--- src/pwc_consts.vh ---
// Constants of the power mode clock controller: offsets, fields, resets, codes
`ifndef PWC_CONSTS_VH
`define PWC_CONSTS_VH

// ----------------------------------------------------------------
// Register byte offsets
// ----------------------------------------------------------------
`define PWC_OFF_CLK0      5'h00
`define PWC_OFF_CLK1      5'h04
`define PWC_OFF_CLK2      5'h08
`define PWC_OFF_PLL       5'h0c
`define PWC_OFF_AUX       5'h10
`define PWC_OFF_STAT      5'h14

// ----------------------------------------------------------------
// Field positions
// ----------------------------------------------------------------
`define PWC_B_SUB_SEL     7
`define PWC_B_DIV8        6
`define PWC_B_MAIN_OFF    5
`define PWC_B_SUB_EN      4
`define PWC_B_PSTOP       2
`define PWC_B_DIV_HI      7
`define PWC_B_DIV_LO      6
`define PWC_B_PLL_SEL     1
`define PWC_B_ROC_SEL     1
`define PWC_B_PLL_RUN     7
`define PWC_B_PLL_X4      0
`define PWC_B_WDT_SRC     7
`define PWC_B_IN_WAIT     3
`define PWC_B_REFUSED     4

// ----------------------------------------------------------------
// Writable masks and reset values
// ----------------------------------------------------------------
`define PWC_MASK_CLK0     8'hf4
`define PWC_MASK_CLK1     8'hc2
`define PWC_MASK_CLK2     8'h02
`define PWC_MASK_PLL      8'h81
`define PWC_MASK_AUX      8'h8f
`define PWC_RST_CLK0      8'h00
`define PWC_RST_CLK1      8'hc0
`define PWC_RST_CLK2      8'h02
`define PWC_RST_PLL       8'h00
`define PWC_RST_AUX       8'h00

// ----------------------------------------------------------------
// Operating modes, clock sources and divider codes
// ----------------------------------------------------------------
`define PWC_M_PLL         3'h0
`define PWC_M_HIGH        3'h1
`define PWC_M_MED         3'h2
`define PWC_M_LOWSPD      3'h3
`define PWC_M_LOWPOW      3'h4
`define PWC_M_ROC         3'h5
`define PWC_M_ROCLP       3'h6
`define PWC_S_MAIN        2'h0
`define PWC_S_SUB         2'h1
`define PWC_S_PLL         2'h2
`define PWC_S_ROC         2'h3
`define PWC_D_1           3'h0
`define PWC_D_2           3'h1
`define PWC_D_4           3'h2
`define PWC_D_8           3'h3
`define PWC_D_16          3'h4

`endif

--- src/pwc_power_mode_clock_control.v ---
// Power mode clock controller: mode registers, clock selection, wait mode gating
//
// Local design decisions: the register addresses and register access over Avalon-MM.
`timescale 1ns/1ps
`default_nettype none
`include "pwc_consts.vh"

module pwc_power_mode_clock_control (
    input  wire         clk_sys,
    input  wire         rst,
    input  wire [4:0]   avs_address,
    input  wire         avs_read,
    input  wire         avs_write,
    input  wire [31:0]  avs_writedata,
    input  wire [3:0]   avs_byteenable,
    output reg  [31:0]  avs_readdata,
    output reg          avs_waitrequest,
    input  wire         main_clk_in,
    input  wire         sub_clk_in,
    input  wire         pll_clk_in,
    input  wire         onchip_clk_in,
    input  wire         wait_exec,
    input  wire         wake_req,
    output reg          cpu_clk_q,
    output reg          wdt_clk_q,
    output reg          cpu_halt_q,
    output reg          io_hold_q,
    output reg          main_osc_en_q,
    output reg          sub_osc_en_q,
    output reg          onchip_osc_en_q,
    output reg          pll_en_q,
    output reg          pll_mult4_q,
    output reg  [3:0]   onchip_freq_q,
    output reg  [3:0]   periph_clk_q,
    output reg          serial_clock_div1,
    output reg          serial_clock_div32,
    output reg          converter_clock,
    output reg          subclk_timer_source
);

    // ----------------------------------------------------------------
    // Declarations
    // ----------------------------------------------------------------
    reg  [7:0]  clk0_q;
    reg  [7:0]  clk1_q;
    reg  [7:0]  clk2_q;
    reg  [7:0]  pll_q;
    reg  [7:0]  aux_q;
    reg         in_wait_q;
    reg         refused_q;
    reg  [3:0]  src_m1_q;
    reg  [3:0]  src_s_q;
    reg  [3:0]  src_p_q;
    reg  [3:0]  mcnt_q;
    reg  [3:0]  rcnt_q;
    reg  [4:0]  pcnt_q;
    reg  [4:0]  sel_act_q;
    reg         parked_q;
    reg  [6:0]  pgate_q;
    reg  [6:0]  pout_q;
    reg  [7:0]  c0_w;
    reg  [7:0]  c1_w;
    reg  [7:0]  c2_w;
    reg  [2:0]  mode_w;
    reg         legal_w;
    reg         wr_hit_w;
    reg  [7:0]  rd_w;
    wire        acc_done;
    wire [2:0]  mode;
    wire [4:0]  sel_req;
    wire        main_s;
    wire        sub_s;
    wire        pll_s;
    wire        roc_s;
    wire        psrc_w;
    wire        prise_w;
    wire        cand_act;
    wire        cand_req;
    wire [6:0]  pbase;
    wire        pen;

    // ----------------------------------------------------------------
    // Functions
    // ----------------------------------------------------------------
    // Operating mode decoded from the three control registers
    function [2:0] mode_of;
        input [7:0] a;
        input [7:0] b;
        input [7:0] c;
        begin
            if (b[`PWC_B_PLL_SEL])
                mode_of = `PWC_M_PLL;
            else if (a[`PWC_B_SUB_SEL])
                mode_of = a[`PWC_B_MAIN_OFF] ? `PWC_M_LOWPOW : `PWC_M_LOWSPD;
            else if (c[`PWC_B_ROC_SEL])
                mode_of = a[`PWC_B_MAIN_OFF] ? `PWC_M_ROCLP : `PWC_M_ROC;
            else if (!a[`PWC_B_DIV8] && b[`PWC_B_DIV_HI:`PWC_B_DIV_LO] == 2'h0)
                mode_of = `PWC_M_HIGH;
            else
                mode_of = `PWC_M_MED;
        end
    endfunction

    // Divider code from the separate bit and the two-bit field
    function [2:0] div_of;
        input       d8;
        input [1:0] f;
        begin
            if (d8)
                div_of = `PWC_D_8;
            else begin
                case (f)
                    2'h0:    div_of = `PWC_D_1;
                    2'h1:    div_of = `PWC_D_2;
                    2'h2:    div_of = `PWC_D_4;
                    default: div_of = `PWC_D_16;
                endcase
            end
        end
    endfunction

    // Clock level for a {source, divider} selection
    function cand_of;
        input [4:0] s;
        input [4:0] mv;
        input [4:0] rv;
        input       sb;
        input       pl;
        begin
            case (s[4:3])
                `PWC_S_MAIN: cand_of = mv[s[2:0]];
                `PWC_S_SUB:  cand_of = sb;
                `PWC_S_PLL:  cand_of = pl;
                default:     cand_of = rv[s[2:0]];
            endcase
        end
    endfunction

    // ----------------------------------------------------------------
    // Write decode and transition check
    // ----------------------------------------------------------------
    assign acc_done = (avs_read | avs_write) & ~avs_waitrequest;
    assign mode     = mode_of(clk0_q, clk1_q, clk2_q);

    // Prospective register contents and whether the move is allowed
    always @* begin
        c0_w     = clk0_q;
        c1_w     = clk1_q;
        c2_w     = clk2_q;
        wr_hit_w = acc_done & avs_write & avs_byteenable[0];
        if (wr_hit_w && avs_address == `PWC_OFF_CLK0)
            c0_w = avs_writedata[7:0] & `PWC_MASK_CLK0;
        if (wr_hit_w && avs_address == `PWC_OFF_CLK1)
            c1_w = avs_writedata[7:0] & `PWC_MASK_CLK1;
        if (wr_hit_w && avs_address == `PWC_OFF_CLK2)
            c2_w = avs_writedata[7:0] & `PWC_MASK_CLK2;
        mode_w = mode_of(c0_w, c1_w, c2_w);
        if (mode_w == `PWC_M_LOWPOW)
            c0_w[`PWC_B_DIV8] = 1'b1;
        legal_w = 1'b1;
        if (mode == `PWC_M_LOWPOW && (mode_w == `PWC_M_ROC || mode_w == `PWC_M_ROCLP))
            legal_w = 1'b0;
        if ((mode == `PWC_M_ROC || mode == `PWC_M_ROCLP) && mode_w == `PWC_M_LOWPOW)
            legal_w = 1'b0;
        if (mode_w == `PWC_M_PLL && mode != `PWC_M_PLL && mode != `PWC_M_HIGH)
            legal_w = 1'b0;
        if (mode_w == `PWC_M_LOWPOW && mode != `PWC_M_LOWPOW && mode != `PWC_M_LOWSPD)
            legal_w = 1'b0;
    end

    // ----------------------------------------------------------------
    // Register file
    // ----------------------------------------------------------------
    // Control registers; a refused write leaves the mode bits as they were
    always @(posedge clk_sys) begin
        if (rst) begin
            clk0_q    <= `PWC_RST_CLK0;
            clk1_q    <= `PWC_RST_CLK1;
            clk2_q    <= `PWC_RST_CLK2;
            pll_q     <= `PWC_RST_PLL;
            aux_q     <= `PWC_RST_AUX;
            refused_q <= 1'b0;
        end else begin
            if (wr_hit_w && (avs_address == `PWC_OFF_CLK0 ||
                             avs_address == `PWC_OFF_CLK1 ||
                             avs_address == `PWC_OFF_CLK2)) begin
                refused_q <= ~legal_w;
                if (legal_w) begin
                    clk0_q <= c0_w;
                    clk1_q <= c1_w;
                    clk2_q <= c2_w;
                end
            end
            if (wr_hit_w && avs_address == `PWC_OFF_PLL)
                pll_q <= avs_writedata[7:0] & `PWC_MASK_PLL;
            if (wr_hit_w && avs_address == `PWC_OFF_AUX)
                aux_q <= avs_writedata[7:0] & `PWC_MASK_AUX;
        end
    end

    // Read multiplexer; unmapped offsets read zero
    always @* begin
        case (avs_address)
            `PWC_OFF_CLK0: rd_w = clk0_q;
            `PWC_OFF_CLK1: rd_w = clk1_q;
            `PWC_OFF_CLK2: rd_w = clk2_q;
            `PWC_OFF_PLL:  rd_w = pll_q;
            `PWC_OFF_AUX:  rd_w = aux_q;
            `PWC_OFF_STAT: rd_w = {3'h0, refused_q, in_wait_q, mode};
            default:       rd_w = 8'h00;
        endcase
    end

    // Bus handshake: one wait cycle, then the access completes
    always @(posedge clk_sys) begin
        if (rst) begin
            avs_waitrequest <= 1'b1;
            avs_readdata    <= 32'h0000_0000;
        end else if (acc_done) begin
            avs_waitrequest <= 1'b1;
        end else if (avs_read | avs_write) begin
            avs_waitrequest <= 1'b0;
            avs_readdata    <= {24'h00_0000, rd_w};
        end
    end

    // ----------------------------------------------------------------
    // Wait mode
    // ----------------------------------------------------------------
    // Wait entry on the instruction strobe outside PLL mode, exit on a wake request
    always @(posedge clk_sys) begin
        if (rst) begin
            in_wait_q <= 1'b0;
        end else if (in_wait_q) begin
            if (wake_req)
                in_wait_q <= 1'b0;
        end else if (wait_exec && mode != `PWC_M_PLL) begin
            in_wait_q <= 1'b1;
        end
    end

    // Halt and pin hold follow the wait state
    always @(posedge clk_sys) begin
        if (rst) begin
            cpu_halt_q <= 1'b0;
            io_hold_q  <= 1'b0;
        end else begin
            cpu_halt_q <= in_wait_q;
            io_hold_q  <= in_wait_q;
        end
    end

    // ----------------------------------------------------------------
    // Oscillator controls
    // ----------------------------------------------------------------
    // Enables depend only on the control bits, never on wait
    always @(posedge clk_sys) begin
        if (rst) begin
            main_osc_en_q   <= 1'b1;
            sub_osc_en_q    <= 1'b0;
            onchip_osc_en_q <= 1'b1;
            pll_en_q        <= 1'b0;
            pll_mult4_q     <= 1'b0;
            onchip_freq_q   <= 4'h0;
        end else begin
            main_osc_en_q   <= ~clk0_q[`PWC_B_MAIN_OFF];
            sub_osc_en_q    <= clk0_q[`PWC_B_SUB_EN];
            onchip_osc_en_q <= clk2_q[`PWC_B_ROC_SEL] | aux_q[`PWC_B_WDT_SRC];
            pll_en_q        <= pll_q[`PWC_B_PLL_RUN];
            pll_mult4_q     <= pll_q[`PWC_B_PLL_X4];
            onchip_freq_q   <= aux_q[3:0];
        end
    end

    // ----------------------------------------------------------------
    // Source sampling and dividers
    // ----------------------------------------------------------------
    // Two-stage synchronisers; src_p_q keeps the previous level
    always @(posedge clk_sys) begin
        if (rst) begin
            src_m1_q <= 4'h0;
            src_s_q  <= 4'h0;
            src_p_q  <= 4'h0;
        end else begin
            src_m1_q <= {onchip_clk_in, pll_clk_in, sub_clk_in, main_clk_in};
            src_s_q  <= src_m1_q;
            src_p_q  <= src_s_q;
        end
    end

    assign main_s = src_s_q[0];
    assign sub_s  = src_s_q[1];
    assign pll_s  = src_s_q[2];
    assign roc_s  = src_s_q[3];

    // Ripple counters advance on each rising edge of their source
    always @(posedge clk_sys) begin
        if (rst) begin
            mcnt_q <= 4'h0;
            rcnt_q <= 4'h0;
            pcnt_q <= 5'h00;
        end else begin
            if (main_s && !src_p_q[0])
                mcnt_q <= mcnt_q + 4'h1;
            if (roc_s && !src_p_q[3])
                rcnt_q <= rcnt_q + 4'h1;
            if (prise_w)
                pcnt_q <= pcnt_q + 5'h01;
        end
    end

    // ----------------------------------------------------------------
    // Processor clock selection
    // ----------------------------------------------------------------
    // Requested source and divider for the current mode
    assign sel_req = (mode == `PWC_M_PLL) ? {`PWC_S_PLL, `PWC_D_1} :
                     (mode == `PWC_M_LOWSPD || mode == `PWC_M_LOWPOW) ?
                     {`PWC_S_SUB, `PWC_D_1} :
                     (mode == `PWC_M_ROC || mode == `PWC_M_ROCLP) ?
                     {`PWC_S_ROC, div_of(clk0_q[`PWC_B_DIV8], clk1_q[7:6])} :
                     {`PWC_S_MAIN, div_of(clk0_q[`PWC_B_DIV8], clk1_q[7:6])};

    assign cand_act = cand_of(sel_act_q, {mcnt_q, main_s}, {rcnt_q, roc_s}, sub_s, pll_s);
    assign cand_req = cand_of(sel_req, {mcnt_q, main_s}, {rcnt_q, roc_s}, sub_s, pll_s);

    // Park low on the old clock's low phase, resume on the new one's low phase
    always @(posedge clk_sys) begin
        if (rst) begin
            sel_act_q <= {`PWC_S_ROC, `PWC_D_16};
            parked_q  <= 1'b0;
        end else if (parked_q) begin
            if (!cand_act)
                parked_q <= 1'b0;
        end else if (sel_req != sel_act_q && !cand_act) begin
            sel_act_q <= sel_req;
            parked_q  <= 1'b1;
        end
    end

    // Processor and watchdog clocks; the processor clock stops in wait
    always @(posedge clk_sys) begin
        if (rst) begin
            cpu_clk_q <= 1'b0;
            wdt_clk_q <= 1'b0;
        end else begin
            cpu_clk_q <= ~parked_q & ~in_wait_q & cand_act;
            wdt_clk_q <= aux_q[`PWC_B_WDT_SRC] ? roc_s : (~parked_q & ~in_wait_q & cand_act);
        end
    end

    // ----------------------------------------------------------------
    // Peripheral clocks
    // ----------------------------------------------------------------
    // Peripheral source: PLL, on-chip oscillator or main clock
    assign psrc_w = (mode == `PWC_M_PLL) ? pll_s :
                    (mode == `PWC_M_ROC || mode == `PWC_M_ROCLP ||
                     (mode == `PWC_M_LOWSPD && clk2_q[`PWC_B_ROC_SEL])) ? roc_s : main_s;
    assign prise_w = (mode == `PWC_M_PLL) ? (pll_s & ~src_p_q[2]) :
                     (mode == `PWC_M_ROC || mode == `PWC_M_ROCLP ||
                      (mode == `PWC_M_LOWSPD && clk2_q[`PWC_B_ROC_SEL])) ?
                     (roc_s & ~src_p_q[3]) : (main_s & ~src_p_q[0]);

    // Converter, serial /32, serial /1, f32, f8, f2, f1
    assign pbase = {psrc_w, pcnt_q[4], psrc_w, pcnt_q[4], pcnt_q[2], pcnt_q[0], psrc_w};
    assign pen   = (mode != `PWC_M_LOWPOW) & ~(in_wait_q & clk0_q[`PWC_B_PSTOP]);

    // Each gate changes only while its clock is low, so no runt pulse leaks
    genvar gi;
    generate
        for (gi = 0; gi < 7; gi = gi + 1) begin : g_pclk
            always @(posedge clk_sys) begin
                if (rst) begin
                    pgate_q[gi] <= 1'b0;
                    pout_q[gi]  <= 1'b0;
                end else begin
                    if (!pbase[gi])
                        pgate_q[gi] <= pen;
                    pout_q[gi] <= pgate_q[gi] & pbase[gi];
                end
            end
        end
    endgenerate

    // Output registers of the peripheral clocks and the sub timer source
    always @(posedge clk_sys) begin
        if (rst) begin
            periph_clk_q        <= 4'h0;
            serial_clock_div1   <= 1'b0;
            serial_clock_div32  <= 1'b0;
            converter_clock     <= 1'b0;
            subclk_timer_source <= 1'b0;
        end else begin
            periph_clk_q        <= pout_q[3:0];
            serial_clock_div1   <= pout_q[4];
            serial_clock_div32  <= pout_q[5];
            converter_clock     <= pout_q[6];
            subclk_timer_source <= clk0_q[`PWC_B_SUB_EN] & sub_s;
        end
    end

endmodule
`default_nettype wire

--- config.mk ---
export PLATFORM = sky130hd
export DESIGN_NAME = pwc_power_mode_clock_control
export DESIGN_NICKNAME = d
export VERILOG_FILES = /design/src/pwc_power_mode_clock_control.v
export VERILOG_INCLUDE_DIRS = /design/src
export SDC_FILE = /design/constraint.sdc
export NUM_CORES = 1
export LEC_CHECK = 0
export ABC_AREA = 1
export BUFFER_PORTS_ARGS = -buffer_cell sky130_fd_sc_hd__buf_2
export CAP_MARGIN = 40
export CORE_UTILIZATION = 45
export DETAILED_ROUTE_END_ITERATION = 10
export MAX_ROUTING_LAYER = met4
export PLACE_DENSITY = 0.8
export SYNTH_ARGS = -nofsm -noshare
export SYNTH_HDL_FRONTEND = slang
export SYNTH_SLANG_ARGS = --single-unit
--- constraint.sdc ---
create_clock -name clk_sys -period 1.5 [get_ports clk_sys]
set_input_delay 0.375 -clock clk_sys [delete_from_list [all_inputs] [get_ports clk_sys]]
set_output_delay 0.375 -clock clk_sys [all_outputs]
set_load 0.02 [all_outputs]
==> results of run 1 <==
==> power by group <==
group / internal [W] / leakage, nW / total [W] / switching [W]
logic: 0.000613 / 1.61 / 0.00152 / 0.000909
registers: 0.00231 / 0.670 / 0.00242 / 0.000106
clock network: 0.000629 / 0.0925 / 0.00148 / 0.000850
total: 0.00355 / 2.38 / 0.00542 / 0.00186
==> state kept, by name, summed over array words and instances (netlist names), 2 cells and up <==
register       flops
pll_q              2
src_s_q            4
pcnt_q             5
onchip_freq_q      4
src_p_q            3
periph_clk_q       4
aux_q              5
pgate_q            4
rcnt_q             4
pout_q             4
clk0_q             5
avs_readdata       8
src_m1_q           4
mcnt_q             4
clk1_q             3
sel_act_q          5
==> repair_timing <==
action / in CTS / in global routing
setup endpoints to repair: 15 / 26
gates cloned: 0 / 0
pin swaps: 2 / 8
resized for setup: 13 / 52
buffers inserted: 2 / 2
==> worst register-to-register path, delay by kind of cell, from the launching register on <==
family                 cells  cell delay [ns]
AND/OR/NAND/NOR           10             0.98
buffers and inverters      2             0.16
flip-flops                 1             0.33
==> metal layers <==
metal | GRT usage, % | vias to the layer above | share of wire, %
li1 | - | 1858 | -
met1 | 24.87 | 1626 | 42
met2 | 37.96 | 93 | 51
met3 | 3.479 | 20 | 4.7
met4 | 10.13 | 0 | 2.3
met5 | - | - | 0
==> cell usage after synthesis, drive strengths merged <==
library cell	instances	share of area (%)
or2	2	0.33
a21oi	33	4.5
o31ai	2	0.39
a211oi	1	0.20
o211ai	1	0.20
buf	32	6.1
nand4	7	1.3
dfxtp	82	43
conb	1	0.098
a31oi	2	0.33
inv	83	8.2
nor3	9	1.3
nand3	41	6.1
nor2	76	9.2
clkbuf	7	0.69
ha	3	0.98
nand2	102	11
o221ai	2	0.46
o22ai	6	0.98
xor2	1	0.23
o21ai	36	4.8
==> how the worst min path moves through the flow <==
stage                         start         endpoint  slack (ns)  depth (start not counted)
after floorplan           pout_q[0]  periph_clk_q[0]        0.39                          2
after global placement    pout_q[1]  periph_clk_q[1]        0.39                          2
after detailed placement  pout_q[2]  periph_clk_q[2]        0.39                          2
after CTS                  wake_req        in_wait_q        0.19                          2
after global routing       wake_req        in_wait_q        0.20                          2
final                      wake_req        in_wait_q        0.21                          2
==> per-stage QoR <==
step	util [%]	setup slack (ns)
after floorplan	-	-0.01175
after global placement	55.43	-0.2399
after detailed placement	55.43	-0.2865
after CTS	58.22	-0.08834
after global routing	59.95	-0.2097
final	59.95	-0.09532
==> area by class of cell <==
cell class | count | area share (%)
flip-flops and latches | 82 | 33.68
clock buffers | 9 | 2.515
clock inverters | 7 | 1.194
repair buffers | 120 | 16.46
well taps | 105 | 2.667
multi-input cells | 348 | 36.96
inverters | 83 | 6.528
==> cell families (layout without fill, tap and decap cells) <==
logic type / after synthesis / after routing / synth area share [%]
buffers and inverters: 122 / 219 / 14.99
and+or+nand+nor: 237 / 237 / 28.76
DFF: 82 / 82 / 43.03
xor gates and xnor gates: 1 / 1 / 0.2296
AOI/OAI and AO/OA: 83 / 83 / 11.91
other: 1 / 24 / 0.09830
adders and majority gates: 3 / 3 / 0.9840
==> run metrics, run 1 <==
Avg Vias per Cell around 4.8; hold_buf cts 0; PwrDens about 1100 nW/µm²; Final Cell Area between 4000 and 5000 µm²; Crit. Startpoint avs_waitrequest; Fillers 730; slowest stage delay, CP 0.33 ns; worst r2r src avs_waitrequest; area added between synthesis and finish 29.12%; Max Fclk roughly 630 MHz; Rows 33; die area a little under 9000 µm²; Max Slew Vio Count 0; DP HPWL between 6 and 7 mm; via count roughly 3600; htree depth 3; worst reg2reg path depth 12; Antenna Cells 0; WP data arrival roughly 1.8 ns; post-synthesis instance total roughly 530; Critical Path, Cell by Cell inv_2 > nand2_2 > nor2_4 > nand4_1 > nand2_2 > nand2_2 > nor2_4 > nor2_4 > nand2_4 > inv_6 > nand2_1 > nand3_1; Avg Inst Size Synth 7.212 µm²; DRT iter0 DRCs roughly 170; Max-Cap Viols 0; largest net degree at the start of global routing 46; Top Family by Delay on Critical Path simple AND/OR/NAND/NOR gates; width of the die 94.08 µm; Setup Total Neg Slack -0.5039 ns; Unique masters post-synth 37; die extent in y around 94 µm; worst-skew pair later-pin latency around 0.36 ns; post-synthesis register bit count 82; final hold viol count 0; CP bufs+invs 2; Tcrit/Tclk final 106.4%; final WL between 8 and 9 mm; synthesized area 3815 µm²; Worst Hold Class primary input to flop; status finished with violations; Routability Congestion 0.9016; Sequential Area around 1700 µm²; area occupied by multi-input gates approximately 1800 µm²; Final setup viols 10; nets 698; CP Launch Type flop; violated checks setup timing; # port buffers 53; Initial Util between 40% and 50%; crit path to clk1_q[7]; Worst Path Required between 1.5 and 2 ns; skew final between 0.007 and 0.008 ns; layout cell share with drive strength beyond 1 between 30% and 40%; residual DRC count 0; RSZ-0062 raised after global routing true; vias in the first global route around 3400; Worst R2R End clk1_q[7]; first-pass GRT wire length around 15 mm; total grt overflow 0; core area between 8000 and 9000 µm²; most frequent cells in the layout 88 x nand2_1, 72 x dfxtp_1, 68 x inv_1; Seq/Total Area, Yosys between 40 and 50%; register clock-pin slew on the reported worst setup and hold paths roughly 0.09 ns; Max clock buf depth 2; Clock Sinks between 80 and 90; Critical-path top delay cell dfxtp_2; Cell Count, Final, Fillers Out about 750; Hold WS slightly above 0.2 ns; placed cells approximately 730; Pleak approximately 2.4 nW; Reg2Reg Setup Slack -0.1 ns; Pre-Repair DR Iteration Count 4; wire per inst between 10 and 15 µm; all-layer global routing usage a little over a fifth; Root Driver clkbuf_8; initial antenna violation count 0; peak supply drop around 0.69 mV; CTS tree done; CP Class flop to flop; final worst slack -0.09532 ns; IO Pins between 100 and 150; Setup crit end kind flop; synth warn 0; Crit Path Max Fanout 7; Post-DRT Antenna Nets 0; most common cell after layout, fill and taps aside nand2_1; Final Power around 0.0054 W; placed instance area 4554 µm²; crit path time final 1.595 ns; critical path depth 12; total CTS buffers 9
(Power assumes the default switching activity.)
==> inputs of run 2 (changes only) <==
Settings changed: CELL_PAD_IN_SITES_DETAIL_PLACEMENT set to 0, CELL_PAD_IN_SITES_GLOBAL_PLACEMENT set to 2, CORE_UTILIZATION 45 to 26, PLACE_DENSITY 0.8 to 0.84, SKIP_CTS_REPAIR_TIMING set to 1.
==> run 2 against run 1 <==
- the run still ends with setup timing left
- final cell count increased by 13%
- fmax is 0.86% lower
- register-to-register slack hardly changed
- clock-buffer cell count increased by 1
- sequential power about the same
- critical path depth fell by 1
- first-iteration DRC count rose by 28%
- combinational power hardly changed
- core utilization is 22 points lower
- largest cell class unchanged
- highest routed layer unchanged
==> run metrics, run 2 (same netlist as run 1, synthesis figures left out) <==
Hold WS 0.2292 ns (+0.02131 ns); Sequential Area 1660 µm² (about the same); Max Fclk 621.4 MHz (-0.86%); max FFs per register 8 (unchanged); NetSw 0.001895 W (+1.6%); htree depth 3 (unchanged); Sequential Power Share 39.2% (-5.4 points); PwrDens 1139 nW/µm² (+3.6%); via count 3649 (+1.4%); area occupied by multi-input gates 1921 µm² (+5.5%); CP Launch Type flop; WP data arrival 1.84 ns (about the same); Initial Util 27.06% (-19 points); placed instance area 4776 µm² (+4.9%); DRT iter0 DRCs 223 (+28%); largest net degree at the start of global routing 46 (unchanged); Critical Path, Cell by Cell buf_4 > a21oi_4 > nand2_2 > nor2_2 > nand3_1 > nor2_2 > nor2_4 > nand2_4 > inv_6 > nor2_1 > nor2_1; die extent in y 123.1 µm (+31%); Antenna Cells 0 (unchanged); CTS tree done; Max clock buf depth 2 (unchanged); skew final 0.005235 ns (-0.002379 ns); most frequent cells in the layout 83 x nand2_1, 81 x buf_4, 73 x dfxtp_1; DP HPWL 7.602 mm (+13%); Least-Margin Pin Slew around 0.50 ns; Setup crit end kind flop; RSZ-0062 raised after global routing true; Critical-path top delay cell dfxtp_4; core area 14100 µm² (+72%); width of the die 123.1 µm (+31%); Max-Cap Viols 0 (unchanged); total CTS buffers 9 (unchanged); violated checks setup timing; Clock Sinks 82 (unchanged); Final Cell Area 5413 µm² (+9.9%); dpl ws -0.2553 ns (+0.03118 ns); crit path time final 1.609 ns (+0.01390 ns); first-pass GRT wire length 15.98 mm (+8.6%); area added between synthesis and finish 41.88%; Avg Vias per Cell 4.293 (-10%); clock share of power 36.3% (+9.0 points); Worst Hold Class primary input to flop; Setup Total Neg Slack -0.8229 ns (-0.3190 ns); P_int 0.004272 W (+20%); vias in the first global route 3374 (-0.059%); Comb pwr share 24.6% (-3.5 points); IO Pins 105 (unchanged); Crit Path Max Fanout 7 (unchanged); Worst Path Required 1.73 ns (about the same); die area 15160 µm² (+71%); residual DRC count 0 (unchanged); Rows 43 (+30%); fin util 38.40% (-22 points); Relative slew margins between 60% and 70%; Post-DRT Antenna Nets 0 (unchanged); final hold viol count 0 (unchanged); Fillers 1505 (+110%); Pleak 2.567 nW (+8.1%); total grt overflow 0 (unchanged); most common cell after layout, fill and taps aside nand2_1; status finished with violations; switch share 30.73% (-3.7 points); Max Slew Vio Count 0 (unchanged); layout cell share with drive strength beyond 1 37.31% (+4.0 points); peak supply drop 0.5958 mV (-13%); nets 719 (+3.0%); Tcrit/Tclk final 107.3% (+0.93 points); wire per inst 11.83 µm (-0.45%); slowest stage delay, CP 0.37 ns (+0.04 ns); # port buffers 53 (unchanged); worst-skew pair later-pin latency 0.34 ns (-0.02 ns); final worst slack -0.1092 ns (-0.01390 ns); Pre-Repair DR Iteration Count 4 (unchanged); register clock-pin slew on the reported worst setup and hold paths 0.06 ns (-0.03 ns); Routability Congestion 0.8227 (-8.8%); largest reg by FF count avs_readdata; Root Driver clkbuf_16; initial antenna violation count 0 (unchanged); all-layer global routing usage 14.21% (-7.7 points); Final setup viols 13 (+3); CP Class flop to flop; final WL 10.05 mm (+12%)
==> run 2: final cells by class <==
cell class | count | area share [%]
clock buffers | 10 | 4.415
clock inverters | 6 | 1.225
inverters | 83 | 6.126
multi-input cells | 348 | 35.48
flip-flops and latches | 82 | 30.67
well taps | 180 | 4.161
repair buffers | 141 | 17.91
==> run 2: per-layer routing <==
layer / track usage [%] / up-vias / routed length, µm
met5: - / - / 0
met4: 4.217 / 0 / 78
met3: 3.367 / 7 / 397
met2: 23.18 / 81 / 4792
met1: 17.36 / 1656 / 4783
li1: - / 1905 / -
==> run 2: path summary, 6_finish.rpt <==
check | from | to | slack [ns] | cells past startpoint
max | clk1_q[1] | clk1_q[1] | -0.11 | 11
min reg2reg | src_m1_q[3] | src_s_q[3] | 0.39 | 2
max reg2reg | clk1_q[1] | clk1_q[1] | -0.11 | 11
min | wake_req | in_wait_q | 0.23 | 2
==> run 2: stage by stage <==
step           instances  total power (W)
4_1_cts              842         0.006041
3_5_place_dp         826         0.003784
5_1_grt              850         0.006527
2_1_floorplan        552         0.003335
6_report             850         0.006167
3_3_place_gp         826         0.003745
==> run 2: worst max-delay path: cells and delay by family (launching register included) <==
kind            cells  cell delay (ns)
simple gates        8             0.78
flops               1             0.37
buf+inv             2             0.20
compound gates      1             0.14
==> run 2: power groups by stage <==
stage	registers, W	clock network, W	logic, W
CTS	0.00240	0.00230	0.00134
global route	0.00243	0.00240	0.00170
detailed placement	0.00245	0	0.00133
global placement	0.00245	0	0.00130
finish	0.00242	0.00224	0.00151
floorplan	0.00246	0	0.000875
